File: src/mmdec_pkg.sv
// package: address map constants and region codes for the memory map decoder
`default_nettype none
package mmdec_pkg;
    // ***************************************************************
    // address map
    // ***************************************************************
    localparam logic [15:0] SFB_LO = 16'h0000;
    localparam logic [15:0] SFB_HI = 16'h000F;
    localparam logic [15:0] BPER_LO = 16'h0010;
    localparam logic [15:0] BPER_HI = 16'h00FF;
    localparam logic [15:0] WPER_LO = 16'h0100;
    localparam logic [15:0] WPER_HI = 16'h01FF;
    localparam logic [15:0] MEM_LO = 16'h0200;
    localparam logic [15:0] MEM_HI = 16'hFFFF;
    localparam logic [15:0] VEC_TOP = 16'hFFFE;
    localparam int VEC_WORDS = 16;
    localparam logic [15:0] VEC_LO = 16'hFFE0;
    // default implemented bounds: rom lowest address, ram highest address
    localparam logic [15:0] ROM_LO_DEF = 16'hF000;
    localparam logic [15:0] RAM_HI_DEF = 16'h09FF;
    localparam logic [15:0] ZERO_WORD = 16'h0000;

    // ***************************************************************
    // region selects
    // ***************************************************************
    typedef enum logic [2:0] {
        MMDEC_REG_NONE = 3'h0,
        MMDEC_REG_SFB = 3'h1,
        MMDEC_REG_BPER = 3'h2,
        MMDEC_REG_WPER = 3'h3,
        MMDEC_REG_RAM = 3'h4,
        MMDEC_REG_ROM = 3'h5
    } mmdec_region_t;
endpackage
`default_nettype wire

File: src/mmdec_lane.sv
// lane steering: write data to byte lanes and read merge per region
`timescale 1ns/10ps
`default_nettype none
module mmdec_lane (
    // access
    input wire logic [15:0] addr,
    input wire logic byte_op,
    input wire logic [15:0] wdata,
    input wire mmdec_pkg::mmdec_region_t region,
    // memory side
    output logic [15:0] mem_wdata,
    output logic [1:0] mem_be,
    // read merge
    input wire logic [15:0] rd_raw,
    output logic [15:0] rd_data
);
    // ***************************************************************
    // write side
    // ***************************************************************
    // byte writes copy the low byte to both lanes; odd address picks high lane,
    // except byte modules: they only ever see the low lane, whatever the address
    always_comb begin
        if (byte_op) begin
            mem_wdata = {wdata[7:0], wdata[7:0]};
            if (region == mmdec_pkg::MMDEC_REG_SFB || region == mmdec_pkg::MMDEC_REG_BPER) begin
                mem_be = 2'h1;
            end else begin
                mem_be = addr[0] ? 2'h2 : 2'h1;
            end
        end else begin
            mem_wdata = wdata;
            mem_be = 2'h3;
        end
    end

    // ***************************************************************
    // read side
    // ***************************************************************
    always_comb begin
        case (region)
            // byte modules sit on the low lanes only; high byte dropped
            mmdec_pkg::MMDEC_REG_SFB,
            mmdec_pkg::MMDEC_REG_BPER: begin
                rd_data = {8'h00, rd_raw[7:0]};
            end
            mmdec_pkg::MMDEC_REG_WPER: begin
                rd_data = byte_op ? {8'h00, rd_raw[7:0]} : rd_raw;
            end
            mmdec_pkg::MMDEC_REG_RAM,
            mmdec_pkg::MMDEC_REG_ROM: begin
                if (!byte_op) begin
                    rd_data = rd_raw;
                end else if (addr[0]) begin
                    rd_data = {8'h00, rd_raw[15:8]};
                end else begin
                    rd_data = {8'h00, rd_raw[7:0]};
                end
            end
            default: begin
                rd_data = mmdec_pkg::ZERO_WORD;
            end
        endcase
    end
endmodule
`default_nettype wire

File: src/mmdec_top.sv
// memory map decoder: region select, strobes and registered read return
`timescale 1ns/10ps
`default_nettype none
// Operation
// - rom, ram, registers and peripherals share one 64KB space
// - word modules and memory get 16-bit lanes, byte modules only 8-bit lanes
// - program and data memory take byte and word reads and writes
// - word low byte at even address, high byte at next odd
// - 0 to 01FFh peripherals, 0200h to 0FFFFh memory
// - vector table is top 16 rom words, highest at 0FFFEh
// - rom lower bound set by size, rom ends at top
// - 0h to 0Fh selects the special function bytes
// - 010h to 0FFh selects byte peripherals on 8-bit lanes
// - 100h to 01FFh selects word peripherals on 16-bit lanes
// - instruction fetches allowed from ram and rom
// - byte peripheral writes keep low byte; word read high byte undefined
// - byte access to word peripheral: even only, high result zero
module mmdec_top #(
    parameter logic [15:0] ROM_LO = mmdec_pkg::ROM_LO_DEF,
    parameter logic [15:0] RAM_HI = mmdec_pkg::RAM_HI_DEF
) (
    // clock and reset
    input wire logic ref_clk,
    input wire logic reset,
    // processor request
    input wire logic req,
    input wire logic we,
    input wire logic byte_op,
    input wire logic fetch,
    input wire logic [15:0] addr,
    input wire logic [15:0] wdata,
    // processor answer
    output logic [15:0] rdata,
    output logic rvalid,
    output logic vec_hit,
    output logic size_err,
    // memory_data_bus towards modules
    output logic [15:0] mdb_addr,
    output logic [15:0] memory_data_bus_wdata,
    output logic [1:0] mdb_be,
    output logic mdb_we,
    output logic sel_sfb,
    output logic sel_bper,
    output logic sel_wper,
    output logic sel_ram,
    output logic sel_rom,
    // read returns from modules
    input wire logic [7:0] sfb_rdata,
    input wire logic [7:0] bper_rdata,
    input wire logic [15:0] wper_rdata,
    input wire logic [15:0] ram_rdata,
    input wire logic [15:0] rom_rdata
);
    // ***************************************************************
    // decode
    // ***************************************************************
    // range test, used for every region
    function automatic logic in_range(input logic [15:0] a, input logic [15:0] lo,
                                      input logic [15:0] hi);
        in_range = (a >= lo) && (a <= hi);
    endfunction

    mmdec_pkg::mmdec_region_t region;
    mmdec_pkg::mmdec_region_t region_q;
    logic byte_q;
    logic [15:0] addr_q;
    logic [15:0] rd_raw;
    logic [15:0] rd_merged;
    logic [15:0] lane_wdata;
    logic [1:0] lane_be;
    logic bad_size;

    // priority chain gives at most one select per access; addresses in no region select none
    always_comb begin
        if (in_range(addr, mmdec_pkg::SFB_LO, mmdec_pkg::SFB_HI)) begin
            region = mmdec_pkg::MMDEC_REG_SFB;
        end else if (in_range(addr, mmdec_pkg::BPER_LO, mmdec_pkg::BPER_HI)) begin
            region = mmdec_pkg::MMDEC_REG_BPER;
        end else if (in_range(addr, mmdec_pkg::WPER_LO, mmdec_pkg::WPER_HI)) begin
            region = mmdec_pkg::MMDEC_REG_WPER;
        end else if (in_range(addr, ROM_LO, mmdec_pkg::MEM_HI)) begin
            region = mmdec_pkg::MMDEC_REG_ROM;
        end else if (in_range(addr, mmdec_pkg::MEM_LO, RAM_HI)) begin
            region = mmdec_pkg::MMDEC_REG_RAM;
        end else begin
            region = mmdec_pkg::MMDEC_REG_NONE;
        end
    end

    // flag master slips rather than trusting them: word to byte module,
    // odd word, odd fetch, odd byte into word module
    always_comb begin
        bad_size = 1'b0;
        if (!byte_op && addr[0]) begin
            bad_size = 1'b1;
        end
        if (fetch && addr[0]) begin
            bad_size = 1'b1;
        end
        if (!byte_op && (region == mmdec_pkg::MMDEC_REG_SFB ||
                         region == mmdec_pkg::MMDEC_REG_BPER)) begin
            bad_size = 1'b1;
        end
        if (byte_op && addr[0] && region == mmdec_pkg::MMDEC_REG_WPER) begin
            bad_size = 1'b1;
        end
    end

    // ***************************************************************
    // lane steering
    // ***************************************************************
    mmdec_lane u_lane (
        .addr(addr_q),
        .byte_op(byte_q),
        .wdata(wdata),
        .region(region_q),
        .mem_wdata(),
        .mem_be(),
        .rd_raw(rd_raw),
        .rd_data(rd_merged)
    );

    // write-path steering uses the live request
    mmdec_lane u_wlane (
        .addr(addr),
        .byte_op(byte_op),
        .wdata(wdata),
        .region(region),
        .mem_wdata(lane_wdata),
        .mem_be(lane_be),
        .rd_raw(mmdec_pkg::ZERO_WORD),
        .rd_data()
    );

    // pick the return of the region selected last cycle
    always_comb begin
        case (region_q)
            mmdec_pkg::MMDEC_REG_SFB: rd_raw = {8'h00, sfb_rdata};
            mmdec_pkg::MMDEC_REG_BPER: rd_raw = {8'h00, bper_rdata};
            mmdec_pkg::MMDEC_REG_WPER: rd_raw = wper_rdata;
            mmdec_pkg::MMDEC_REG_RAM: rd_raw = ram_rdata;
            mmdec_pkg::MMDEC_REG_ROM: rd_raw = rom_rdata;
            default: rd_raw = mmdec_pkg::ZERO_WORD;
        endcase
    end

    // ***************************************************************
    // registered strobes toward modules
    // ***************************************************************
    // one cycle of latency buys flop-driven outputs for timing closure
    always_ff @(posedge ref_clk or posedge reset) begin
        if (reset) begin
            mdb_addr <= 16'h0000;
            memory_data_bus_wdata <= 16'h0000;
            mdb_be <= 2'h0;
            mdb_we <= 1'b0;
            sel_sfb <= 1'b0;
            sel_bper <= 1'b0;
            sel_wper <= 1'b0;
            sel_ram <= 1'b0;
            sel_rom <= 1'b0;
        end else begin
            mdb_addr <= addr;
            memory_data_bus_wdata <= lane_wdata;
            mdb_be <= req ? lane_be : 2'h0;
            mdb_we <= req && we;
            sel_sfb <= req && region == mmdec_pkg::MMDEC_REG_SFB;
            sel_bper <= req && region == mmdec_pkg::MMDEC_REG_BPER;
            sel_wper <= req && region == mmdec_pkg::MMDEC_REG_WPER;
            sel_ram <= req && region == mmdec_pkg::MMDEC_REG_RAM;
            sel_rom <= req && region == mmdec_pkg::MMDEC_REG_ROM;
        end
    end

    // ***************************************************************
    // request capture and answer
    // ***************************************************************
    always_ff @(posedge ref_clk or posedge reset) begin
        if (reset) begin
            region_q <= mmdec_pkg::MMDEC_REG_NONE;
            byte_q <= 1'b0;
            addr_q <= 16'h0000;
            vec_hit <= 1'b0;
            size_err <= 1'b0;
        end else begin
            region_q <= req ? region : mmdec_pkg::MMDEC_REG_NONE;
            byte_q <= byte_op;
            addr_q <= addr;
            // vectors are the top words of rom, 0FFFEh highest
            vec_hit <= req && !we && in_range(addr, mmdec_pkg::VEC_LO,
                                              mmdec_pkg::MEM_HI);
            size_err <= req && bad_size;
        end
    end

    // read data arrives one cycle after the strobe
    always_ff @(posedge ref_clk or posedge reset) begin
        if (reset) begin
            rvalid <= 1'b0;
            rdata <= 16'h0000;
        end else begin
            rvalid <= sel_sfb | sel_bper | sel_wper | sel_ram | sel_rom
                      | (region_q == mmdec_pkg::MMDEC_REG_NONE && mdb_be != 2'h0);
            rdata <= mdb_we ? mmdec_pkg::ZERO_WORD : rd_merged;
        end
    end
endmodule
`default_nettype wire

File: config.mk
export PLATFORM = sky130hd
export DESIGN_NAME = mmdec_top
export DESIGN_NICKNAME = d
export VERILOG_FILES = /design/src/mmdec_pkg.sv /design/src/mmdec_lane.sv /design/src/mmdec_top.sv
export SDC_FILE = /design/constraint.sdc
export NUM_CORES = 1
export LEC_CHECK = 0
export ABC_AREA = 1
export BUFFER_PORTS_ARGS = -buffer_cell sky130_fd_sc_hd__buf_2
export CORE_MARGIN = 4
export CORE_UTILIZATION = 48
export CTS_BUF_LIST = sky130_fd_sc_hd__clkbuf_2 sky130_fd_sc_hd__clkbuf_4 sky130_fd_sc_hd__clkbuf_8
export CTS_CLUSTER_SIZE = 25
export DETAILED_ROUTE_END_ITERATION = 10
export PLACE_DENSITY_LB_ADDON = 0.25
export SETUP_SLACK_MARGIN = 0.4
export SKIP_CTS_REPAIR_TIMING = 1
export SYNTH_ARGS = -nofsm -noshare
export SYNTH_HDL_FRONTEND = slang
export SYNTH_SLANG_ARGS = --single-unit
export TNS_END_PERCENT = 30
File: constraint.sdc
create_clock -name ref_clk -period 3.2 [get_ports ref_clk]
set_input_delay 0.16 -clock ref_clk [delete_from_list [all_inputs] [get_ports ref_clk]]
set_output_delay 0.16 -clock ref_clk [all_outputs]
set_load 0.05 [all_outputs]
* After elaboration in Yosys (flattened, before gate mapping)
Index checks and enable logic that the tools add are counted.
** Operators by class
- Magnitude comparators :: 11
- Equal/unequal tests :: 10
- Mux-type cells :: 21
- Bitwise gates (word level) :: 5
- Reduce and logical (&&, ||, !) cells :: 28
** Operators by type and width (number)
- $pmux 16 s5 :: 1
- $mux 16 :: 4
- $pmux 16 s3 :: 1
- $ge 16x16->1 const B :: 2
- $logic_and 1x1->1 :: 21
- $mux 3 :: 6
- $ge 16x1->1 const B :: 1
- $ge 16x10->1 const B :: 1
- $ge 16x5->1 const B :: 1
- $ge 16x9->1 const B :: 1
- $le 16x12->1 const B :: 1
- $le 16x16->1 const B :: 1
- $le 16x4->1 const B :: 1
- $le 16x8->1 const B :: 1
- $le 16x9->1 const B :: 1
- $eq 3x2->1 const B :: 4
- $eq 3x3->1 const B :: 4
- $mux 2 :: 4
- $mux 8 :: 1
- $eq 3x1->1 const B :: 2
- $or 1x1->1 :: 5
- $mux 1 :: 4
- $reduce_or 2->1 :: 2
- $logic_not 3->1 :: 1
- other kinds (3) :: 4
** Storage, ports and cells
- Flip-flop bits (word level) :: 63
- Input port bits :: 102

* Longest topological paths before layout
Gate-level depths: netlist of the first run.
- Word-level depth :: 13
- Gate-level depth with buffers :: 7

* Modules after synthesis
Synthesis of the first run repeated with hierarchy kept, for this count alone.
** Second synthesis, totals
- Cell total of the unflattened synthesis :: 543
- Area total of the unflattened synthesis :: 3633.5 µm²
** By module, submodules not included
- mmdec_top :: times used 1, cells each 261, area an instance 2422.3 µm²
- mmdec_lane :: times used 2, cells each 141, area an instance 605.6 µm²

* Worst setup path before layout of the first run
Ideal clock, no wire load.
- Path kind :: register -> register
- Start point :: reg addr_q[0]
- End point :: reg rdata[0]
- Arrival :: 1.286 ns
- Required time :: 3.060 ns
- Setup slack :: 1.775 ns
- Stages on the path, launching flop included :: 5
- Buffers on the path :: 0
- Cell sequence :: dfrtp_1 nand2_1 a21oi_1 o21bai_1 a21oi_1
** Between the ends
- Longest elaborated chain between the ends :: 4
** RTL lines
- start, declared :: line mmdec_top.sv:66 : logic [15:0] addr_q;
- start signal, assigned :: line mmdec_top.sv:188 : addr_q <= addr;
- $mux 8 :: line mmdec_lane.sv:53 : end else if (addr[0]) begin
- $mux 16 :: line mmdec_lane.sv:51 : if (!byte_op) begin
- $pmux 16 s3 :: line mmdec_lane.sv:40 : case (region)
- $mux 16 :: line mmdec_top.sv:204 : rdata <= mdb_we ? mmdec_pkg::ZERO_WORD : rd_merged;
- end signal, assigned :: line mmdec_top.sv:204
- end, declared :: line mmdec_top.sv:33 : output logic [15:0] rdata,
No other way between the ends.

* Worst setup path in the final report of the first run
- Start point :: reg region_q[1]
- End point :: reg rdata[4]
** Between the ends
- Longest elaborated chain between the ends :: 6
** RTL lines
- start, declared :: line mmdec_top.sv:64 : mmdec_pkg::mmdec_region_t region_q;
- start signal, assigned :: line mmdec_top.sv:180 : region_q <= mmdec_pkg::MMDEC_REG_NONE;
- start signal, assigned :: line mmdec_top.sv:186 : region_q <= req ? region : mmdec_pkg::MMDEC_REG_NONE;
- $eq 3x3->1, or another cell as far along :: line mmdec_lane.sv:40, mmdec_top.sv:137
- $pmux 16 s5 :: line mmdec_top.sv:137 : case (region_q)
- $mux 8 :: line mmdec_lane.sv:53
- $mux 16 :: line mmdec_lane.sv:51
- $pmux 16 s3 * :: line mmdec_lane.sv:40
- $mux 16 * :: line mmdec_top.sv:204
Mark *: on every way between the ends. The rest lies on a longest branch, timed or not.

==> results of run 1 <==
## worst min path at each step
stage          slack [ns]  startpoint  cells after the start                        end
2_1_floorplan        0.19     addr[0]                      0                  addr_q[0]
3_3_place_gp         0.27     addr[3]                      1                  addr_q[3]
3_5_place_dp         0.27     addr[1]                      1                  addr_q[1]
4_1_cts             -0.08     addr[1]                      1                  addr_q[1]
5_1_grt              0.02   wdata[11]                      3  memory_data_bus_wdata[11]
6_report            0.003       reset                      2                  rdata[11]
## registers in the layout (all words and copies together), names as in the netlist, 2 cells and up
name,flops
addr_q,16
memory_data_bus_wdata,16
rdata,16
region_q,3
mdb_be,2
## critical path: stages, from the launching register on
cell and delay, ns:
dfrtp_1 0.50, buf_4 0.28, nor2_2 0.42, nor2_1 0.07, a21oi_1 0.46, o21bai_1 0.20, a21oi_1 0.09
## power by group
group / switching, mW / internal (mW)
clock network: 0.299 / 0.463
logic: 0.197 / 0.0982
registers: 0.0126 / 0.825
total: 0.509 / 1.39
## cell families (layout without fill, tap and decap cells)
| logic type | count (synthesis) | in the layout |
|---|---|---|
| simple gates | 168 | 168 |
| flops | 63 | 63 |
| buf+inv | 40 | 228 |
| compound gates | 28 | 28 |
## metrics by stage
stage | utilization [%] | power [mW] | instance area [µm²] | cells
after detailed placement | 64.8 | 1.12 | 3590 | 519
after global placement | 64.8 | 1.12 | 3590 | 519
after CTS | 68.7 | 1.88 | 3810 | 535
after floorplan | - | 1.01 | 2750 | 299
final | 73.1 | 1.90 | 4050 | 559
after global routing | 73.1 | 1.97 | 4050 | 559
## cells in the final DEF, fill, tap and decap left out
master	synthesis	routed
nor2_2	3	3
bufinv_16	0	2
dlygate4sd3_1	0	24
nor4_1	2	2
nand3_2	1	1
dfrtp_1	63	63
buf_4	1	4
inv_2	3	4
clkbuf_8	0	9
nand2_1	70	70
nor2_1	13	13
clkinv_1	2	2
o211ai_1	1	1
inv_1	19	18
o21ai_0	5	5
nor3_2	1	1
nor3_4	1	1
clkbuf_4	0	3
a21oi_1	13	13
nor3_1	2	2
buf_2	9	160
a211oi_4	1	1
nand3_1	28	28
nand4_1	45	45
nand3b_1	2	2
clkinv_2	0	2
o21bai_1	8	8
## per-layer routing
metal / global-route usage, % / up-vias / wire length [µm]
met3: 7.60 / 21 / 860
li1: - / 1400 / -
met2: 40.0 / 156 / 4430
met4: 11.7 / 0 / 239
met1: 29.6 / 1397 / 3280
met5: 0 / - / 0
## cell type report
type                            count  area share, %
Tap cell                           72           2.23
Clock buffer                       12           3.62
Clock inverter                      4           1.73
Inverter                           24           2.23
Sequential cell                    63           38.9
Multi-Input combinational cell    196           24.8
Timing Repair Buffer              188           26.5
==> run metrics, run 1 <==
flip-flop and latch area 0.00158 mm²; routed length per instance 15.8 µm; worst r2r dst rdata[4]; CP Capture Type flip-flop; PwrDens 468 mW/mm²; clock buffer depth 2; routability cong. 0.930; sequential element share of the synthesized area 57.3%; routed via count 2974; multi-input logic area 0.00100 mm²; Min-Delay Path Class in2async; first-pass GRT wire length 13800 µm; grt ovf 0; Synth Flop Type dfrtp_1; RSZ-0062 raised after global routing no; final setup skew 0.00901 ns; Setup crit start kind flip-flop; CTS sink cnt 63; Max Fclk 0.464 GHz; worst vdd ir 0.369 mV; xor/xnor share of the synthesized area 0%; htree depth 3; critical path startpoint region_q[1]; CTS tree built; Detail Placement HPWL 6160 µm; R2R setup slack 1.04 ns; crit share post-route 67.3%; Leak 2.29 nW; Post-synth top cells 70 x nand2_1, 63 x dfrtp_1, 45 x nand4_1, 28 x nand3_1, 19 x inv_1; Max-cap violations 0; gr usage total 24.6%; final wirelength 8810 µm; Netlist Area Pre-Place 0.00275 mm²; Max Slew Vio Count 0; Filler Cell Count 439; nets 584; area delta synth->final 47.0%; Residual DRC 0; die area 0.00701 mm²; post-synth top area share 57.3%; Mean Syn Cell Area 9.21 µm²; initial core utilization 49.7%; slack of the critical path 1.04 ns; ranking of synthesized cells by area dfrtp_1 57%, nand4_1 10%, nand2_1 9.5%; reg2reg start region_q[1]; arrival time worst endpoint 2.35 ns; fin crit period 2.16 ns; initial detailed-routing violation count 204; Synth Area in Compound Gates 6.45%; IO Pins 161; diode count 0; layout cells sized above 1 39.2%; dpl ws 1.09 ns; Chip Height 83.7 µm; Routed Antenna Nets 0; core area 0.00554 mm²; Post-synth EDFFs 0; largest net degree at the start of global routing 42; vias in the first global route 2911; leading area contributor after synthesis dfrtp_1; top-count cell post-synth nand2_1; post-synthesis mux area share 0%; CTS Root Cell clkbuf_8; ys async rst share 100%; clock slew at reported path FFs 0.07 ns; Net Count, Synth 401; Setup CP Type reg2reg; Post-Synth Simple-Gate Area 30.0%; Die Width 83.7 µm; Yosys Warn Count 0; vias per inst 5.32; Fin. Hold Viols 0; critical path peak fanout 23; hold slack 0.00287 ns; Max-slew headroom 42.9%; number of buffers created by CTS 9; Final TNS setup 0 ns; status completed; synth unique cells 25; Register-to-Register Path Depth 6; IO buf count 160; Cells after Synth 299; DRT Pass-1 Iters 4; worst skew pair latency 0.33 ns; Least-Margin Pin Slew 0.855 ns; largest family of logic cells by synthesized area simple AND/OR/NAND/NOR gates; final setup violation count 0; Adder-Cell Fraction of Synth Area 0%; Yosys reg bits 63; Req. time, crit path 3.39 ns; initial antenna violation count 0; Worst Setup EP rdata[4]; Site Rows 27
No activity file was read; power rests on OpenSTA's default activity.
==> run 2: changes to the inputs <==
--- a/config.mk
+++ b/config.mk
@@ -8,7 +8,7 @@
 export ABC_AREA = 1
 export BUFFER_PORTS_ARGS = -buffer_cell sky130_fd_sc_hd__buf_2
 export CORE_MARGIN = 4
-export CORE_UTILIZATION = 48
+export CORE_UTILIZATION = 45
 export CTS_BUF_LIST = sky130_fd_sc_hd__clkbuf_2 sky130_fd_sc_hd__clkbuf_4 sky130_fd_sc_hd__clkbuf_8
 export CTS_CLUSTER_SIZE = 25
 export DETAILED_ROUTE_END_ITERATION = 10
==> constraint.sdc (replaced) <==
create_clock -name ref_clk -period 2.2 [get_ports ref_clk]
set_input_delay 0.11 -clock ref_clk [delete_from_list [all_inputs] [get_ports ref_clk]]
set_output_delay 0.11 -clock ref_clk [all_outputs]
set_load 0.05 [all_outputs]
==> run metrics, run 2 (synthesized netlist as in run 1, its figures left out) <==
routed via count 2951 (-0.77%); Crit. path cell count 6 (unchanged); family with the most delay on the worst path simple AND/OR/NAND/NOR gates; CP Capture Type flip-flop; most frequent cells in the layout 160 x buf_2, 70 x nand2_1, 61 x dfrtp_1; CTS tree built; Req. time, crit path 2.46 ns (-0.93 ns); Max Fclk 0.594 GHz (+28%); initial core utilization 46.5% (-3.2 points); largest net degree at the start of global routing 64 (+52%); biggest regs addr_q (16), memory_data_bus_wdata (16), rdata (16); critical path startpoint region_q[1]; CP max stage cell dfrtp_2; routed length per instance 15.8 µm (+0.41%); IO Pins 161 (unchanged); vias in the first global route 2757 (-5.3%); nets 597 (+2.2%); fin crit period 1.68 ns (-0.472 ns); Register-to-Register Path Depth 6 (unchanged); IO buf count 160 (unchanged); die area 0.00743 mm² (+6.0%); worst skew pair latency 0.34 ns (about the same); number of buffers created by CTS 9 (unchanged); RSZ-0062 raised after global routing no; WHS Path Cells 3; PwrDens 640 mW/mm² (+37%); clock buffer depth 2 (unchanged); crit share post-route 76.5% (+9.2 points); Site Rows 28 (+3.7%); commonest non-fill, non-tap cell in the layout buf_2; gr usage total 22.8% (-1.7 points); final wirelength 9100 µm (+3.3%); vias per inst 5.13 (-3.5%); Hold Startpoint wdata[9]; Fin. Hold Viols 1 (+1); CP Cell Sequence buf_4, nor3_4, nand2_1, nand3_1, nand2_1, a21oi_1; Max Slew Vio Count 0 (unchanged); worst r2r dst rdata[5]; htree depth 3 (unchanged); Post-DP Area 0.00364 mm² (+1.3%); hold slack -0.0334 ns (-0.0363 ns); Leak 2.33 nW (+1.7%); Routed Antenna Nets 0 (unchanged); first-pass GRT wire length 13000 µm (-5.9%); Chip Height 86.2 µm (+3.0%); Least-Margin Pin Slew 0.438 ns (-0.417 ns); status complete, but fails checks; final setup violation count 0 (unchanged); grt ovf 0 (unchanged); CTS Root Cell clkbuf_8; DRT Pass-1 Iters 5 (+1); Final TNS setup 0 ns (unchanged); final setup skew 0.00845 ns (-0.000560 ns); Setup CP Type reg2reg; Non-Filler Instances 575 (+2.9%); Setup crit start kind flip-flop; violated checks hold timing; Critical path buffers and inverters 1 (unchanged); Max-slew headroom 70.8% (+28 points); clock slew at reported path FFs 0.07 ns (about the same); Min-Delay Path Class in2reg; CTS sink cnt 63 (unchanged); placed insts 526 (+1.3%); initial detailed-routing violation count 207 (+1.5%); reg2reg start region_q[1]; critical path peak fanout 14 (-39%); arrival time worst endpoint 1.94 ns (-0.41 ns); R2R setup slack 0.52 ns (-0.53 ns); Detail Placement HPWL 6270 µm (+1.8%); most used cell, CP nand2_1; initial antenna violation count 0 (unchanged); diode count 0 (unchanged); end of the worst hold path memory_data_bus_wdata[9]; Residual DRC 0 (unchanged); final instance area 0.00417 mm² (+3.1%); worst stage delay on the critical path 0.52 ns (+0.02 ns); Die Width 86.2 µm (+3.0%); total power 2.67 mW (+41%); area delta synth->final 51.6%; worst vdd ir 0.616 mV (+67%); routability cong. 0.876 (-5.8%); Max-cap violations 0 (unchanged); layout cells sized above 1 39.8% (+0.58 points); core area 0.00592 mm² (+6.9%)
## run 2: changes by cell type in the layout (fill, tap and decap cells not counted), sizes merged
cell,change
bufinv,-1
buf,+4
inv,+1
dlygate4sd3,+9
clkinvlp,+3
clkbuf,-3
## run 2: stage by stage
stage,setup slack (ns),util [%]
after floorplan,0.520,-
after global placement,0.406,61.4
after detailed placement,0.340,61.4
after CTS,0.329,64.8
after global routing,0.409,70.5
final,0.516,70.5
## run 2: cell type report
type                            count  area (µm²)
Inverter                           24        93.8
Tap cell                           75        93.8
Fill cell                         478        1750
Timing Repair Buffer              201        1200
Clock buffer                        9         124
Multi-Input combinational cell    196        1010
Clock inverter                      7        72.6
Sequential cell                    63        1580
## run 2: power breakdown
part	internal [mW]	switching (mW)
clock network	0.524	0.480
logic	0.158	0.293
registers	1.20	0.0170
total	1.88	0.790
## run 2: layer usage
layer	track usage (%)	vias up	share of wire, %
li1	-	1422	-
met2	39.9	129	54
met1	26.2	1385	36
met3	7.60	15	8.8
met4	7.93	0	2.0
met5	0	-	0
## run 2: worst max path at each step
stage | to | slack (ns)
2_1_floorplan | addr_q[0] | 0.52
3_3_place_gp | rdata[3] | 0.41
3_5_place_dp | rdata[5] | 0.34
4_1_cts | rdata[6] | 0.33
5_1_grt | rdata[5] | 0.41
6_report | rdata[5] | 0.52
## run 2: worst min-delay path: cells and delay by family
kind	cells	cell delay, ns
and+or+nand+nor	2	0.10
buffers and inverters	1	0.07
